### src/hdl/wdt_map.svh
// Register offsets, field positions, reset values and timing counts for the watchdog block
`ifndef WDT_MAP_SVH
`define WDT_MAP_SVH

// ==========================================================================
// Register addresses (byte addresses on the peripheral bus)
`define WDT_ADDR_STAB_WAIT   32'hfffff380
`define WDT_ADDR_PERIOD      32'hfffff382
`define WDT_ADDR_MODE        32'hfffff384

// ==========================================================================
// Reset values
`define WDT_RST_STAB_WAIT    8'h04
`define WDT_RST_PERIOD       8'h00
`define WDT_RST_MODE         8'h00

// ==========================================================================
// Field positions
`define WDT_CODE_MSB         2
`define WDT_RUN_BIT          7
`define WDT_MODE_BIT         4

// ==========================================================================
// Counter geometry: low prescaler stage and full width
`define WDT_PRESC_BITS       10
`define WDT_CNT_BITS         23

// ==========================================================================
// Stabilization wait terminal counts (selected cycles minus one)
`define WDT_WAIT_2P14        20'h03fff
`define WDT_WAIT_2P16        20'h0ffff
`define WDT_WAIT_2P17        20'h1ffff
`define WDT_WAIT_2P18        20'h3ffff
`define WDT_WAIT_2P19        20'h7ffff

`endif

### src/hdl/wdt_pkg.sv
// Types shared by the watchdog block
`default_nettype none
package wdt_pkg;

	// Stabilization sequencer states
	typedef enum logic [1:0] {
		WDT_ST_IDLE,
		WDT_ST_WAIT,
		WDT_ST_DONE
	} wdt_stab_e;

	// Three-bit period or wait code
	typedef logic [2:0] wdt_code_t;

endpackage : wdt_pkg
`default_nettype wire

### src/hdl/wdt_stab_wait.sv
// Oscillation stabilization wait counter after reset or stop release
`timescale 1ns/1ps
`default_nettype none
`include "wdt_map.svh"

module wdt_stab_wait
	import wdt_pkg::*;
(
	// Clock and reset
	input  wire logic      mclk,
	input  wire logic      reset,
	// Control
	input  wire logic      stop_release,
	input  wire wdt_code_t code,
	// Status
	output logic           osc_stable
);

	logic [19:0] cnt_q, cnt_d;
	logic [19:0] limit;
	wdt_stab_e   st_q, st_d;
	logic        stable_q, stable_d;

	// ==================================================================
	// Decode of the wait code into a cycle count
	always_comb begin
		case (code)
			3'h0:    limit = `WDT_WAIT_2P14; // 2^14 cycles
			3'h1:    limit = `WDT_WAIT_2P16; // 2^16 cycles
			3'h2:    limit = `WDT_WAIT_2P17; // 2^17 cycles
			3'h3:    limit = `WDT_WAIT_2P18; // 2^18 cycles
			// Forbidden codes fall back to the longest wait as a safe choice
			default: limit = `WDT_WAIT_2P19; // 2^19 cycles
		endcase
	end

	// ==================================================================
	// Sequencer: wait starts at reset release or on stop release
	always_comb begin
		st_d     = st_q;
		cnt_d    = cnt_q;
		stable_d = stable_q;
		case (st_q)
			WDT_ST_IDLE: begin
				st_d     = WDT_ST_WAIT;
				cnt_d    = 20'h00000;
				stable_d = 1'b0;
			end
			WDT_ST_WAIT: begin
				if (cnt_q >= limit) begin
					st_d     = WDT_ST_DONE;
					stable_d = 1'b1;
				end else begin
					cnt_d = cnt_q + 20'h00001;
				end
			end
			WDT_ST_DONE: begin
				if (stop_release) begin
					st_d     = WDT_ST_IDLE;
					stable_d = 1'b0;
				end
			end
			default: st_d = WDT_ST_IDLE;
		endcase
	end

	always_ff @(posedge mclk) begin
		if (reset) begin
			st_q     <= WDT_ST_IDLE;
			cnt_q    <= 20'h00000;
			stable_q <= 1'b0;
		end else begin
			st_q     <= st_d;
			cnt_q    <= cnt_d;
			stable_q <= stable_d;
		end
	end

	assign osc_stable = stable_q;
endmodule : wdt_stab_wait
`default_nettype wire

### src/hdl/wdt_ctrl.sv
// Watchdog / interval timer with its three control registers
// What this block does
// - Wait code 0..4 selects 2^14,16,17,18,19 cycles; other codes forbidden.
// - Wait register resets to 04h.
// - Period code 0..7 selects 2^14..2^20 and 2^22 cycles.
// - Period register resets to 00h.
// - Mode register resets to 00h: stopped, interval mode.
// - Writing run bit 1 clears counter and starts counting; 0 means stopped.
// - Once running, writing run 0 is ignored; only reset stops it.
// - Mode bit 0: overflow raises maskable interval request.
// - Mode bit 1: overflow raises non-maskable watchdog request.
// - Mode bit once set stays set until reset.
// - Restart leaves low prescaler running; first overflow may come 2^10 early.
// - Stabilization wait applies after reset or stop release.
// - Rewriting run bit in watchdog mode restarts count, avoiding overflow.
// - Counter holds on subclock and stops in stop and idle modes.
`timescale 1ns/1ps
`default_nettype none
`include "wdt_map.svh"

module wdt_ctrl
	import wdt_pkg::*;
(
	// Clock and reset
	input  wire logic        mclk,
	input  wire logic        reset,
	// Memory-mapped register port
	input  wire logic [31:0] addr,
	input  wire logic        wr_en,
	input  wire logic        bit_wr,
	input  wire logic [2:0]  bit_sel,
	input  wire logic [7:0]  wdata,
	output logic      [7:0]  rdata,
	// Clock and standby status
	input  wire logic        cpu_on_subclk,
	input  wire logic        standby_stop,
	input  wire logic        standby_idle,
	input  wire logic        stop_release,
	// Requests and status
	output logic             runaway_nmi_request,
	output logic             interval_irq_request,
	output logic             osc_stable
);

	localparam logic [`WDT_CNT_BITS-1:0] CNT_ONE  = 23'h000001;
	// Mode reset byte, so each sticky bit takes its own field of it
	localparam logic [7:0]               MODE_RST = `WDT_RST_MODE;

	logic [7:0] stab_q, stab_d;
	logic [7:0] period_q, period_d;
	logic       run_q, run_d;
	logic       mode_q, mode_d;
	logic [`WDT_CNT_BITS-1:0] cnt_q, cnt_d;
	logic       nmi_q, nmi_d;
	logic       irq_q, irq_d;
	logic [7:0] rdata_q, rdata_d;
	logic [7:0] wbyte;
	logic [7:0] mode_rd;
	logic       sel_stab, sel_period, sel_mode;
	logic       restart;
	logic       hold;
	logic       ovf;
	logic [2:0] upper;
	logic [`WDT_CNT_BITS-1:0] cnt_inc;

	// ==================================================================
	// Address decode and write data shaping
	assign sel_stab   = (addr == `WDT_ADDR_STAB_WAIT);
	assign sel_period = (addr == `WDT_ADDR_PERIOD);
	assign sel_mode   = (addr == `WDT_ADDR_MODE);
	assign mode_rd    = {run_q, 2'b00, mode_q, 4'b0000};

	// Bit writes merge one bit into current contents; only mode honours them
	always_comb begin
		wbyte = mode_rd;
		if (bit_wr)
			wbyte[bit_sel] = wdata[0];
		else
			wbyte = wdata;
	end

	// ==================================================================
	// Register file next state
	always_comb begin
		stab_d   = stab_q;
		period_d = period_q;
		run_d    = run_q;
		mode_d   = mode_q;
		restart  = 1'b0;
		if (wr_en && !bit_wr && sel_stab)
			stab_d = {5'b00000, wdata[`WDT_CODE_MSB:0]};
		if (wr_en && !bit_wr && sel_period)
			period_d = {5'b00000, wdata[`WDT_CODE_MSB:0]};
		if (wr_en && sel_mode) begin
			// Sticky bits: a 0 never clears them
			run_d  = run_q | wbyte[`WDT_RUN_BIT];
			mode_d = mode_q | wbyte[`WDT_MODE_BIT];
			// Any write with run at 1 clears the counter above the low prescaler stage
			restart = wbyte[`WDT_RUN_BIT];
		end
	end

	// ==================================================================
	// Period decode: the bit position whose carry marks overflow
	always_comb begin
		case (period_q[2:0])
			3'h7:    upper = 3'h7; // 2^22
			default: upper = period_q[2:0]; // 2^(14+code)
		endcase
	end

	// ==================================================================
	// Counter: low 10 bits keep their count on restart, upper stage cleared on restart
	assign hold    = cpu_on_subclk || standby_stop || standby_idle;
	assign cnt_inc = cnt_q + CNT_ONE;
	// Overflow when bits up to the selected width are all ones
	assign ovf = run_q && !hold && !restart &&
		(&cnt_q[13:0]) &&
		((upper == 3'h7) ? (&cnt_q[21:14]) :
		 (upper == 3'h0) ? 1'b1 :
		 (&(cnt_q[20:14] | ~(7'h7f >> (3'd7 - upper)))));

	always_comb begin
		cnt_d = cnt_q;
		nmi_d = 1'b0;
		irq_d = 1'b0;
		if (restart) begin
			// Low prescaler keeps running, so first overflow may be early
			cnt_d = {{(`WDT_CNT_BITS-`WDT_PRESC_BITS){1'b0}},
				cnt_q[`WDT_PRESC_BITS-1:0]};
		end else if (run_q && !hold) begin
			cnt_d = ovf ? '0 : cnt_inc;
			nmi_d = ovf && mode_q;
			irq_d = ovf && !mode_q;
		end
	end

	// Read mux: unmapped addresses read zero
	always_comb begin
		rdata_d = 8'h00;
		if (sel_stab)
			rdata_d = stab_q;
		else if (sel_period)
			rdata_d = period_q;
		else if (sel_mode)
			rdata_d = mode_rd;
	end

	// ==================================================================
	// State registers
	always_ff @(posedge mclk) begin
		if (reset) begin
			stab_q   <= `WDT_RST_STAB_WAIT;
			period_q <= `WDT_RST_PERIOD;
			run_q    <= MODE_RST[`WDT_RUN_BIT];
			mode_q   <= MODE_RST[`WDT_MODE_BIT];
			cnt_q    <= '0;
			nmi_q    <= 1'b0;
			irq_q    <= 1'b0;
			rdata_q  <= 8'h00;
		end else begin
			stab_q   <= stab_d;
			period_q <= period_d;
			run_q    <= run_d;
			mode_q   <= mode_d;
			cnt_q    <= cnt_d;
			nmi_q    <= nmi_d;
			irq_q    <= irq_d;
			rdata_q  <= rdata_d;
		end
	end

	assign rdata                = rdata_q;
	assign runaway_nmi_request  = nmi_q;
	assign interval_irq_request = irq_q;

	// ==================================================================
	// Stabilization wait sequencer
	wdt_stab_wait u_stab (
		.mclk         (mclk),
		.reset        (reset),
		.stop_release (stop_release),
		.code         (stab_q[2:0]),
		.osc_stable   (osc_stable)
	);
endmodule : wdt_ctrl
`default_nettype wire

### config.mk
export PLATFORM = sky130hd
export DESIGN_NAME = wdt_ctrl
export DESIGN_NICKNAME = d
export VERILOG_FILES = /design/src/hdl/wdt_pkg.sv /design/src/hdl/wdt_stab_wait.sv /design/src/hdl/wdt_ctrl.sv
export VERILOG_INCLUDE_DIRS = /design/src /design/src/hdl
export SDC_FILE = /design/constraint.sdc
export NUM_CORES = 1
export LEC_CHECK = 0
export ABC_AREA = 1
export BUFFER_PORTS_ARGS = -buffer_cell sky130_fd_sc_hd__buf_4
export CORE_MARGIN = 2
export CORE_UTILIZATION = 40
export DETAILED_ROUTE_END_ITERATION = 8
export MAX_ROUTING_LAYER = met4
export PLACE_DENSITY = 0.65
export SYNTH_ARGS = -nofsm -noshare
export SYNTH_HDL_FRONTEND = slang
export SYNTH_SLANG_ARGS = --single-unit
### constraint.sdc
create_clock -name mclk -period 1.78 [get_ports mclk]
set_input_delay 0.178 -clock mclk [delete_from_list [all_inputs] [get_ports mclk]]
set_output_delay 0.178 -clock mclk [all_outputs]
set_load 0.01 [all_outputs]
==> impl_results.md, run 1 <==
* Combinational Power Share at 14.3%
* Global routing usage on met1 at between 20% and 30%
* Leak at between 0.0015 and 0.002 uW
* Ratio of cells with drive above 1 in the final layout at 26.1%
* Sw power at 751 uW
* Largest area contributor in the netlist: dfxtp_1
* Clock share of power at 36.4%
* Most area-consuming cells after synthesis: dfxtp_1 (35%), nand2_1 (15%), nor2_1 (9.8%)
* Via count at 3,673
* Clk buf depth at 2
* RSZ-0062 raised after global routing: yes
* Detailed Route Iter0 Violations at 163
* Avg Cell Area, Syn at 6.46 um^2
* Grt total ovfl at 0
* Switch share at a little over a quarter
* Fmax at ~0.55 GHz
* Seq/Total Area, Yosys at 34.7%
* Number of fill cells in the layout at 825
* PnR worst setup slack at -0.0299 ns
* Synth Flop Type: dfxtp_1
* Clk slew on worst S/H paths at 0.07 ns
* Drt total wl at ~9.0 mm
* Rows at 33
* DP Wirelength at 6.66 mm
* # H-tree levels at 3
* I/O Pins at 62
* Crit Path Category: reg2reg
* TritonCTS Buffers at 9
* Synth Warn # at 0
* Pint at 2010 uW
* Final setup violation count at 5
* Worst Skew at around 0.016 ns
* Worst EP arrival at 2.08 ns
* Drt wl/cell at 12.1 um
* DP Area at about 4200 um^2
* Synth cell types at 37
* Most instantiated cells after synthesis: nand2_1 (136), nor2_1 (90), dfxtp_1 (60), inv_1 (60), nand3_1 (46)
* Run status: finished, violations left
* Top Usage Layer GRT: met2
* First-pass DRT Iterations at 5
* Tcrit/Tclk final at 102%
* Die Wd at around 97 um
* Die H at 97.1 um
* Startpoint types: register
* Most common cell in the synthesized netlist: nand2_1
* Fin crit period at 1.81 ns
* Layout Nets at 687
* Port Buffer Count at 55
* Largest net degree at the start of global routing at 27
* Failing checks: setup timing
* Vias in the first global route at 3,460
* Worst skew pair latency at 0.34 ns
* Maximum vdd drop at 0.334 mV
* Flop pwr share at approximately half
* Critical path peak fanout at 6
* Die area at 9420 um^2
* GRT Util Overall at 19.5%
* First-pass GRT wire length at 14.9 mm
* Initial Util at roughly two fifths
* DRC at 0
* Final Hold Fails at 0
* Met2 usage at between 30% and 40%
* Ys async rst share at 0%
* CTS tree: done
* Clock sink count at 60
* Yosys top cell area share at 34.7%
* Synthesized instance count at between 500 and 600
* Post-synth EDFFs at 0
* GP Congestion at 0.909
* Post-DRT Antenna Nets at 0
* Netlist Area Pre-Place at 3460 um^2
* Area overhead of the layout relative to synthesis at 32.6%
* Via/cell ratio at between 4 and 5
* Synthesized flop and latch total at 60
* Core Area at 8300 um^2
* Tightest Hold Check Type: in2reg
* Root buffer cell: clkbuf_8
* # Max-Cap Violations at 0
* Hold slack at 0.0710 ns
* M3 GR Usage at 4.75%
* Ant diodes at 0
* Design area at 4590 um^2
* Req. time, crit path at 2.05 ns
* Initial antenna violation count at 0
* Crit end category: register
* Pwr dens at 601 nW/um^2
* Fin. max-slew vios at 0
[through the flow]
stage	total power [uW]	setup slack (ns)	utilization [%]	instances	setup TNS, ns
global placement	1710	-0.0523	50.5	719	-0.461
CTS	2730	0.000371	52.8	736	0
global route	2870	-0.110	55.4	738	-1.29
detailed placement	1720	-0.106	50.5	719	-1.60
finish	2760	-0.0299	55.4	738	-0.0669
floorplan	1570	0.0600	-	538	0
[flip-flops by register name, summed over array words and instances (netlist names)]
register              cells
interval_irq_request      1
period_q                  3
run_q                     1
u_stab.osc_stable         1
rdata                     5
u_stab.st_q               2
stab_q                    3
u_stab.cnt_q             20
runaway_nmi_request       1
mode_q                    1
cnt_q                    22
[layer usage]
metal / vias up / share of wire (%)
li1: 1902 / -
met1: 1675 / 43
met2: 88 / 51
met3: 8 / 4.6
met4: 0 / 0.88
met5: - / 0
[cell families (layout without fill, tap and decap cells)]
family / after synthesis / in the layout / share of synthesized area [%]
other cells: 1 / 3 / 0.108
fa+ha+maj: 7 / 7 / 2.53
buf+inv: 77 / 171 / 9.35
simple gates: 320 / 321 / 41.0
xor+xnor: 14 / 14 / 3.54
compound gates: 57 / 57 / 8.85
flops: 60 / 60 / 34.7
[power groups by stage]
stage | combinational, uW | sequential (uW) | clock (uW)
2_1_floorplan | 179 | 1400 | 0
3_3_place_gp | 313 | 1400 | 0
3_5_place_dp | 320 | 1400 | 0
4_1_cts | 342 | 1360 | 1030
5_1_grt | 433 | 1360 | 1080
6_report | 395 | 1360 | 1000
[layout by cell type, fill, tap and decap left out, types with 3 or more instances in the layout]
cell      synthesis  final
a21oi_1          31     24
a21oi_2           0      6
buf_4             3     89
buf_6             3      3
clkbuf_1          6      3
clkbuf_8          0      9
clkinv_2          0      3
conb_1            1      3
dfxtp_1          60     56
dfxtp_4           0      3
ha_1              7      4
inv_1            60     56
inv_2             2      4
nand2_1         136    131
nand2_2           6      8
nand2_4           1      3
nand3_1          46     43
nand3_2           2      3
nand3b_1          3      3
nand4_1          11     11
nor2_1           90     81
nor2_2            7     13
nor2_4            2      5
nor3_1            9      8
o21ai_0          15     13
o21ai_1           2      3
xnor2_1           3      3
xor2_1           11     11
[path summary, 6_finish.rpt]
kind | startpoint | endpoint | slack [ns] | depth (start not counted)
max | stab_q[2]$_SDFFE_PP1P_ | u_stab.cnt_q[3]$_SDFFE_PP0P_ | -0.03 | 10
min | wdata[2] | stab_q[2]$_SDFFE_PP1P_ | 0.07 | 3
max reg2reg | stab_q[2]$_SDFFE_PP1P_ | u_stab.cnt_q[3]$_SDFFE_PP0P_ | -0.03 | 10
min reg2reg | mode_q$_SDFFE_PP0P_ | interval_irq_request$_SDFF_PP0_ | 0.42 | 1
[timing repair]
action / in CTS / in global routing
hold buffers: 0 / 0
setup endpoints to repair: 23 / 39
setup buffers: 0 / 2
gates resized for setup: 15 / 49
gates cloned: 2 / 0
pin swaps: 8 / 20
[worst max-delay path, cell delays in order, from the launching register on]
cell,delay (ns)
dfxtp_4,0.37
nor3_4,0.19
ha_1,0.28
a21oi_2,0.16
nor2_2,0.06
nor2_4,0.16
nand2_8,0.12
buf_6,0.16
nor2_1,0.08
nand2_1,0.06
a21boi_1,0.11
[cell type report]
cell class,count,area (um^2),share of cell area (%)
flip-flops and latches,60,1210,26.4
multi-input cells,402,2150,46.7
well taps,105,131,2.86
inverters,64,250,5.45
repair buffers,92,702,15.3
clock buffers,12,135,2.94
clock inverters,3,15.0,0.327
Power figures use the tool's default switching activity.
==> inputs of run 2 (changes only) <==
--- a/config.mk
+++ b/config.mk
@@ -8,11 +8,13 @@
 export LEC_CHECK = 0
 export ABC_AREA = 1
 export BUFFER_PORTS_ARGS = -buffer_cell sky130_fd_sc_hd__buf_4
+export CELL_PAD_IN_SITES_DETAIL_PLACEMENT = 0
+export CELL_PAD_IN_SITES_GLOBAL_PLACEMENT = 2
 export CORE_MARGIN = 2
-export CORE_UTILIZATION = 40
+export CORE_UTILIZATION = 30
 export DETAILED_ROUTE_END_ITERATION = 8
 export MAX_ROUTING_LAYER = met4
-export PLACE_DENSITY = 0.65
+export PLACE_DENSITY = 0.82
 export SYNTH_ARGS = -nofsm -noshare
 export SYNTH_HDL_FRONTEND = slang
 export SYNTH_SLANG_ARGS = --single-unit
==> constraint.sdc (replaced) <==
create_clock -name mclk -period 1.9 [get_ports mclk]
set_input_delay 0.19 -clock mclk [delete_from_list [all_inputs] [get_ports mclk]]
set_output_delay 0.19 -clock mclk [all_outputs]
set_load 0.01 [all_outputs]
==> impl_results.md, run 2 (synthesis results as in run 1) <==
* Run status: complete, no violations
* Crit end category: register
* Cts hold-fix bufs at 0 (unchanged)
* I/O Pins at 62 (unchanged)
* Rows at 39 (+18%)
* Final Non-Filler Cells at 767 (+3.9%)
* # Max-Cap Violations at 0 (unchanged)
* Tcrit/Tclk final at 98.3% (-3.3 points)
* Final Hold Fails at 0 (unchanged)
* Root buffer cell: clkbuf_16
* Fmax at 0.535 GHz (-3.1%)
* Clk buf depth at 2 (unchanged)
* Maximum vdd drop at 0.539 mV (+61%)
* CP top delay family: simple AND/OR/NAND/NOR gates
* First-pass GRT wire length at 15.6 mm (+4.5%)
* Design area at 4590 um^2 (unchanged)
* First-pass DRT Iterations at 4 (-1)
* Max FFs per register at 22 (unchanged)
* Initial Util at 30.6% (-11 points)
* Tightest Hold Check Type: in2reg
* Worst Skew at 0.00821 ns (-0.00778 ns)
* Layout Nets at 677 (-1.5%)
* Initial antenna violation count at 0 (unchanged)
* Crit Path Category: reg2reg
* GP Congestion at 0.794 (-13%)
* Most common cell after layout, fill and taps aside: nand2_1
* Largest net degree at the start of global routing at 26 (-3.7%)
* Slowest-stage cell, CP: dfxtp_1
* Clock sink count at 60 (unchanged)
* DRC at 0 (unchanged)
* GRT Util Overall at 15.8% (-3.7 points)
* # H-tree levels at 3 (unchanged)
* Req. time, crit path at 2.11 ns (+0.06 ns)
* Worst skew pair latency at 0.33 ns (about the same)
* RSZ-0062 raised after global routing: yes
* Total chip power at 3400 uW (+23%)
* Die Wd at 111 um (+15%)
* Detailed Route Iter0 Violations at 146 (-10%)
* Max-slew headroom at 66.7%
* Via count at 3,548 (-3.4%)
* Slowest stage delay, CP at 0.37 ns (about the same)
* Leak at 0.00188 uW (-0.55%)
* Port Buffer Count at 55 (unchanged)
* Fin crit period at 1.87 ns (+0.0585 ns)
* Worst EP arrival at 2.08 ns (about the same)
* Startpoint types: register
* Pwr dens at 740 nW/um^2 (+23%)
* Core Area at 11,300 um^2 (+36%)
* Die area at 12,400 um^2 (+32%)
* Ratio of cells with drive above 1 in the final layout at 22.0% (-4.1 points)
* CTS tree: done
* Final setup violation count at 0 (-5)
* Largest register by flop count: cnt_q
* Vias in the first global route at 3,375 (-2.5%)
* Setup TNS Final at 0 ns (+0.0669 ns)
* Clk slew on worst S/H paths at 0.06 ns (about the same)
* Drt total wl at 9.20 mm (+2.8%)
* Die H at 111 um (+15%)
* Placed cells at 747 (+3.9%)
* Grt total ovfl at 0 (unchanged)
* Ant diodes at 0 (unchanged)
* DP Area at 4160 um^2 (-0.66%)
* Drt wl/cell at 12.0 um (-1.1%)
* Critical path peak fanout at 6 (unchanged)
* Most frequent cells in the layout: nand2_1 (134), nor2_1 (87), buf_4 (82), inv_1 (59), dfxtp_1 (55)
* Worst-path cell chain: ha_2 > nand2_1 > nor2_2 > nand2_1 > nor2_2 > nand3_1 > nor2_1 > nand3_4 > nor3_1
* Post-layout util at 40.6% (-15 points)
* Via/cell ratio at 4.63 (-7.1%)
* Slew @ Worst Pin at approximately 0.5 ns
* Fin. max-slew vios at 0 (unchanged)
* DP Wirelength at 6.96 mm (+4.4%)
* Area overhead of the layout relative to synthesis at 32.6% (unchanged)
* CP bufs+invs at 0 (-1)
* TritonCTS Buffers at 9 (unchanged)
* Post-DRT Antenna Nets at 0 (unchanged)
==> run 2: final cells by class <==
type / count / area [um^2]
clock buffer: 10 / 239
clock inverter: 6 / 87.6
fill: 1189 / 6730
inverter: 64 / 246
multi-input combinational: 402 / 2020
sequential: 60 / 1210
tap: 143 / 179
timing repair buffer: 82 / 616
==> run 2: worst reg2reg max path, delay by kind of cell, from the launching register on <==
kind / cells / cell delay (ns)
AND/OR/NAND/NOR: 8 / 1.19
flip-flops: 1 / 0.37
adder cells (fa/ha/maj): 1 / 0.20
==> run 2: path summary, 6_finish.rpt <==
check / slack, ns / cells after the start / to / start
hold reg to reg: 0.45 / 2 / u_stab.cnt_q[9]$_SDFFE_PP0P_ / u_stab.cnt_q[9]$_SDFFE_PP0P_
hold / removal: 0.09 / 3 / stab_q[2]$_SDFFE_PP1P_ / wdata[2]
setup reg to reg: 0.03 / 9 / runaway_nmi_request$_SDFF_PP0_ / cnt_q[0]$_SDFFE_PP0P_
setup / recovery: 0.03 / 9 / runaway_nmi_request$_SDFF_PP0_ / cnt_q[0]$_SDFFE_PP0P_
==> run 2: report_power, final <==
part           switching, uW  internal [uW]  leakage, uW  total (uW)
Clock                    602           1180     0.000151        1780
Combinational            191            149      0.00125         340
Sequential              9.14           1270     0.000486        1280
==> run 2: metal layers <==
layer | global-route usage (%) | vias to the layer above | share of wire [%]
met1 | 18.2 | 1595 | 46
li1 | - | 1880 | -
met4 | 5.84 | 0 | 2.2
met3 | 3.48 | 13 | 2.4
met5 | - | - | 0
met2 | 27.0 | 60 | 49
==> run 2: repair_timing <==
item,4_1_cts,5_1_grt
buffers inserted,0,3
resized for setup,5,20
pin swaps,0,5
endpoints found under the setup margin,10,39
cloned,0,1
==> run 2: stage by stage <==
step	hold slack, ns	worst slack (ns)
3_5_place_dp	0.429	-0.0365
6_report	0.0909	0.0315
3_3_place_gp	0.428	0.0127
2_1_floorplan	0.320	0.180
4_1_cts	0.0827	0.00126
5_1_grt	0.0873	-0.0877
==> inputs of run 3 (changes only) <==
--- a/config.mk
+++ b/config.mk
@@ -10,11 +10,12 @@
 export BUFFER_PORTS_ARGS = -buffer_cell sky130_fd_sc_hd__buf_4
 export CELL_PAD_IN_SITES_DETAIL_PLACEMENT = 0
 export CELL_PAD_IN_SITES_GLOBAL_PLACEMENT = 2
-export CORE_MARGIN = 2
+export CORE_MARGIN = 8
 export CORE_UTILIZATION = 30
 export DETAILED_ROUTE_END_ITERATION = 8
 export MAX_ROUTING_LAYER = met4
 export PLACE_DENSITY = 0.82
+export SETUP_SLACK_MARGIN = 0.5
 export SYNTH_ARGS = -nofsm -noshare
 export SYNTH_HDL_FRONTEND = slang
 export SYNTH_SLANG_ARGS = --single-unit
==> impl_results.md, run 3 (synthesis results as in run 1) <==
* Clk slew on worst S/H paths at 0.05 ns (about the same)
* DRC at 0 (unchanged)
* Clk buf depth at 2 (unchanged)
* Tightest Hold Check Type: in2reg
* Vias in the first global route at 3,593 (+6.5%)
* Worst skew pair latency at 0.33 ns (about the same)
* Post-DRT Antenna Nets at 0 (unchanged)
* PnR worst setup slack at 0.125 ns (+0.0935 ns)
* GRT Util Overall at 14.4% (-1.4 points)
* Ratio of cells with drive above 1 in the final layout at 35.5% (+14 points)
* Setup Slack @ Placement at 0.0537 ns (+0.0902 ns)
* Via/cell ratio at 4.64 (+0.25%)
* RSZ-0062 raised after global routing: yes
* Leak at 0.00209 uW (+11%)
* Fin crit period at 1.77 ns (-0.0935 ns)
* Fmax at 0.563 GHz (+5.3%)
* Initial Util at 30.5% (-0.13 points)
* Final setup violation count at 0 (unchanged)
* Root buffer cell: clkbuf_16
* Slew @ Worst Pin at 0.531 ns (+0.0346 ns)
* HP Start: wdata[2]
* Setup slack, reg-to-reg at 0.13 ns (+0.09 ns)
* Final Hold Fails at 0 (unchanged)
* Terminus of the critical flop-to-flop path: u_stab.cnt_q[3]$_SDFFE_PP0P_
* Critical path peak fanout at 7 (+1)
* Grt total ovfl at 0 (unchanged)
* Hold Path Stages at 3 (unchanged)
* CTS tree: done
* Max-slew headroom at 64.4% (-2.3 points)
* Maximum vdd drop at 0.473 mV (-12%)
* Worst EP arrival at 1.99 ns (-0.09 ns)
* Rows at 39 (unchanged)
* Detailed Route Iter0 Violations at 121 (-17%)
* Via count at 3,668 (+3.4%)
* Worst R2R Path Depth at 11 (+2)
* Initial antenna violation count at 0 (unchanged)
* Post-layout util at 45.8% (+5.2 points)
* Die area at 15,200 um^2 (+23%)
* Tcrit/Tclk final at 93.4% (-4.9 points)
* I/O Pins at 62 (unchanged)
* Cts hold-fix bufs at 0 (unchanged)
* Startpoint types: register
* Worst Skew at 0.00501 ns (-0.00320 ns)
* Largest register by flop count: cnt_q
* GP Congestion at 0.809 (+1.9%)
* Worst Setup EP: u_stab.cnt_q[3]$_SDFFE_PP0P_
* Clock sink count at 60 (unchanged)
* Most frequent cells in the layout: nand2_1 (125), buf_4 (91), nor2_1 (67), inv_1 (54), dfxtp_1 (49)
* Req. time, crit path at 2.11 ns (about the same)
* Area overhead of the layout relative to synthesis at 50.3%
* # Max-Cap Violations at 0 (unchanged)
* Max FFs per register at 22 (unchanged)
* DP Wirelength at 7.20 mm (+3.5%)
* Largest net degree at the start of global routing at 26 (unchanged)
* Die H at 123 um (+11%)
* Crit Path Category: reg2reg
* Setup crit start: stab_q[0]$_SDFFE_PP0P_
* First-pass DRT Iterations at 4 (unchanged)
* Run status: complete, no violations
* Pwr dens at 627 nW/um^2 (-15%)
* First-pass GRT wire length at 16.9 mm (+8.6%)
* Port Buffer Count at 55 (unchanged)
* Core Area at 11,400 um^2 (+0.43%)
* Drt total wl at 10.2 mm (+10%)
* Die Wd at 123 um (+11%)
* # H-tree levels at 3 (unchanged)
* Ant diodes at 0 (unchanged)
* Crit end category: register
* RR Startpoint: stab_q[0]$_SDFFE_PP0P_
* Layout Nets at 701 (+3.5%)
* Drt wl/cell at 12.8 um (+7.0%)
* Fin. max-slew vios at 0 (unchanged)
* TritonCTS Buffers at 9 (unchanged)
* Most common cell after layout, fill and taps aside: nand2_1
-- run 3: worst min-delay path by stage --
stage | end
floorplan | stab_q[2]$_SDFFE_PP1P_
global placement | stab_q[2]$_SDFFE_PP1P_
detailed placement | stab_q[2]$_SDFFE_PP1P_
CTS | stab_q[2]$_SDFFE_PP1P_
global route | stab_q[2]$_SDFFE_PP1P_
finish | stab_q[2]$_SDFFE_PP1P_
-- run 3: routing by layer --
metal / vias up / wire (um) / track usage (%)
met5: - / 0 / -
met4: 0 / 240 / 5.27
met3: 17 / 329 / 3.42
met2: 39 / 5110 / 24.3
met1: 1686 / 4470 / 16.2
li1: 1926 / - / -
-- run 3: critical path: stages (launching register included) --
cell,delay [ns]
dfxtp_4,0.36
a21oi_2,0.14
ha_1,0.25
nand2_1,0.06
inv_1,0.03
o21ai_1,0.10
nand2_1,0.08
nor2_2,0.13
nand2_4,0.10
buf_12,0.16
o21ai_0,0.15
a21boi_1,0.08
-- run 3: cell type report --
class / instances / area (um^2)
Fill cell: 1145 / 6160
Inverter: 64 / 264
Multi-Input combinational cell: 402 / 2360
Clock inverter: 1 / 5.00
Sequential cell: 60 / 1220
Timing Repair Buffer: 105 / 883
Clock buffer: 15 / 278
Timing Repair inverter: 1 / 11.3
Tap cell: 143 / 179
-- run 3: report_power, final --
part / switching (uW) / total (uW) / internal (uW)
clock network: 573 / 1560 / 989
logic: 229 / 422 / 193
registers: 11.8 / 1280 / 1270
-- run 3: repair_timing --
item,CTS,global route
pin swaps,17,18
setup buffers,20,7
endpoints found under the setup margin,41,47
gates cloned,3,0
resized for setup,59,56
-- run 3: stage by stage --
step / hold slack, ns / instances / area, um^2 / setup TNS, ns / total power, uW
finish: 0.0869 / 791 / 5210 / 0 / 3260
global route: 0.101 / 791 / 5210 / -0.0395 / 3400
floorplan: 0.320 / 538 / 3550 / 0 / 1480
detailed placement: 0.427 / 745 / 4250 / 0 / 1640
CTS: 0.0822 / 784 / 4960 / 0 / 3300
global placement: 0.422 / 745 / 4250 / 0 / 1640
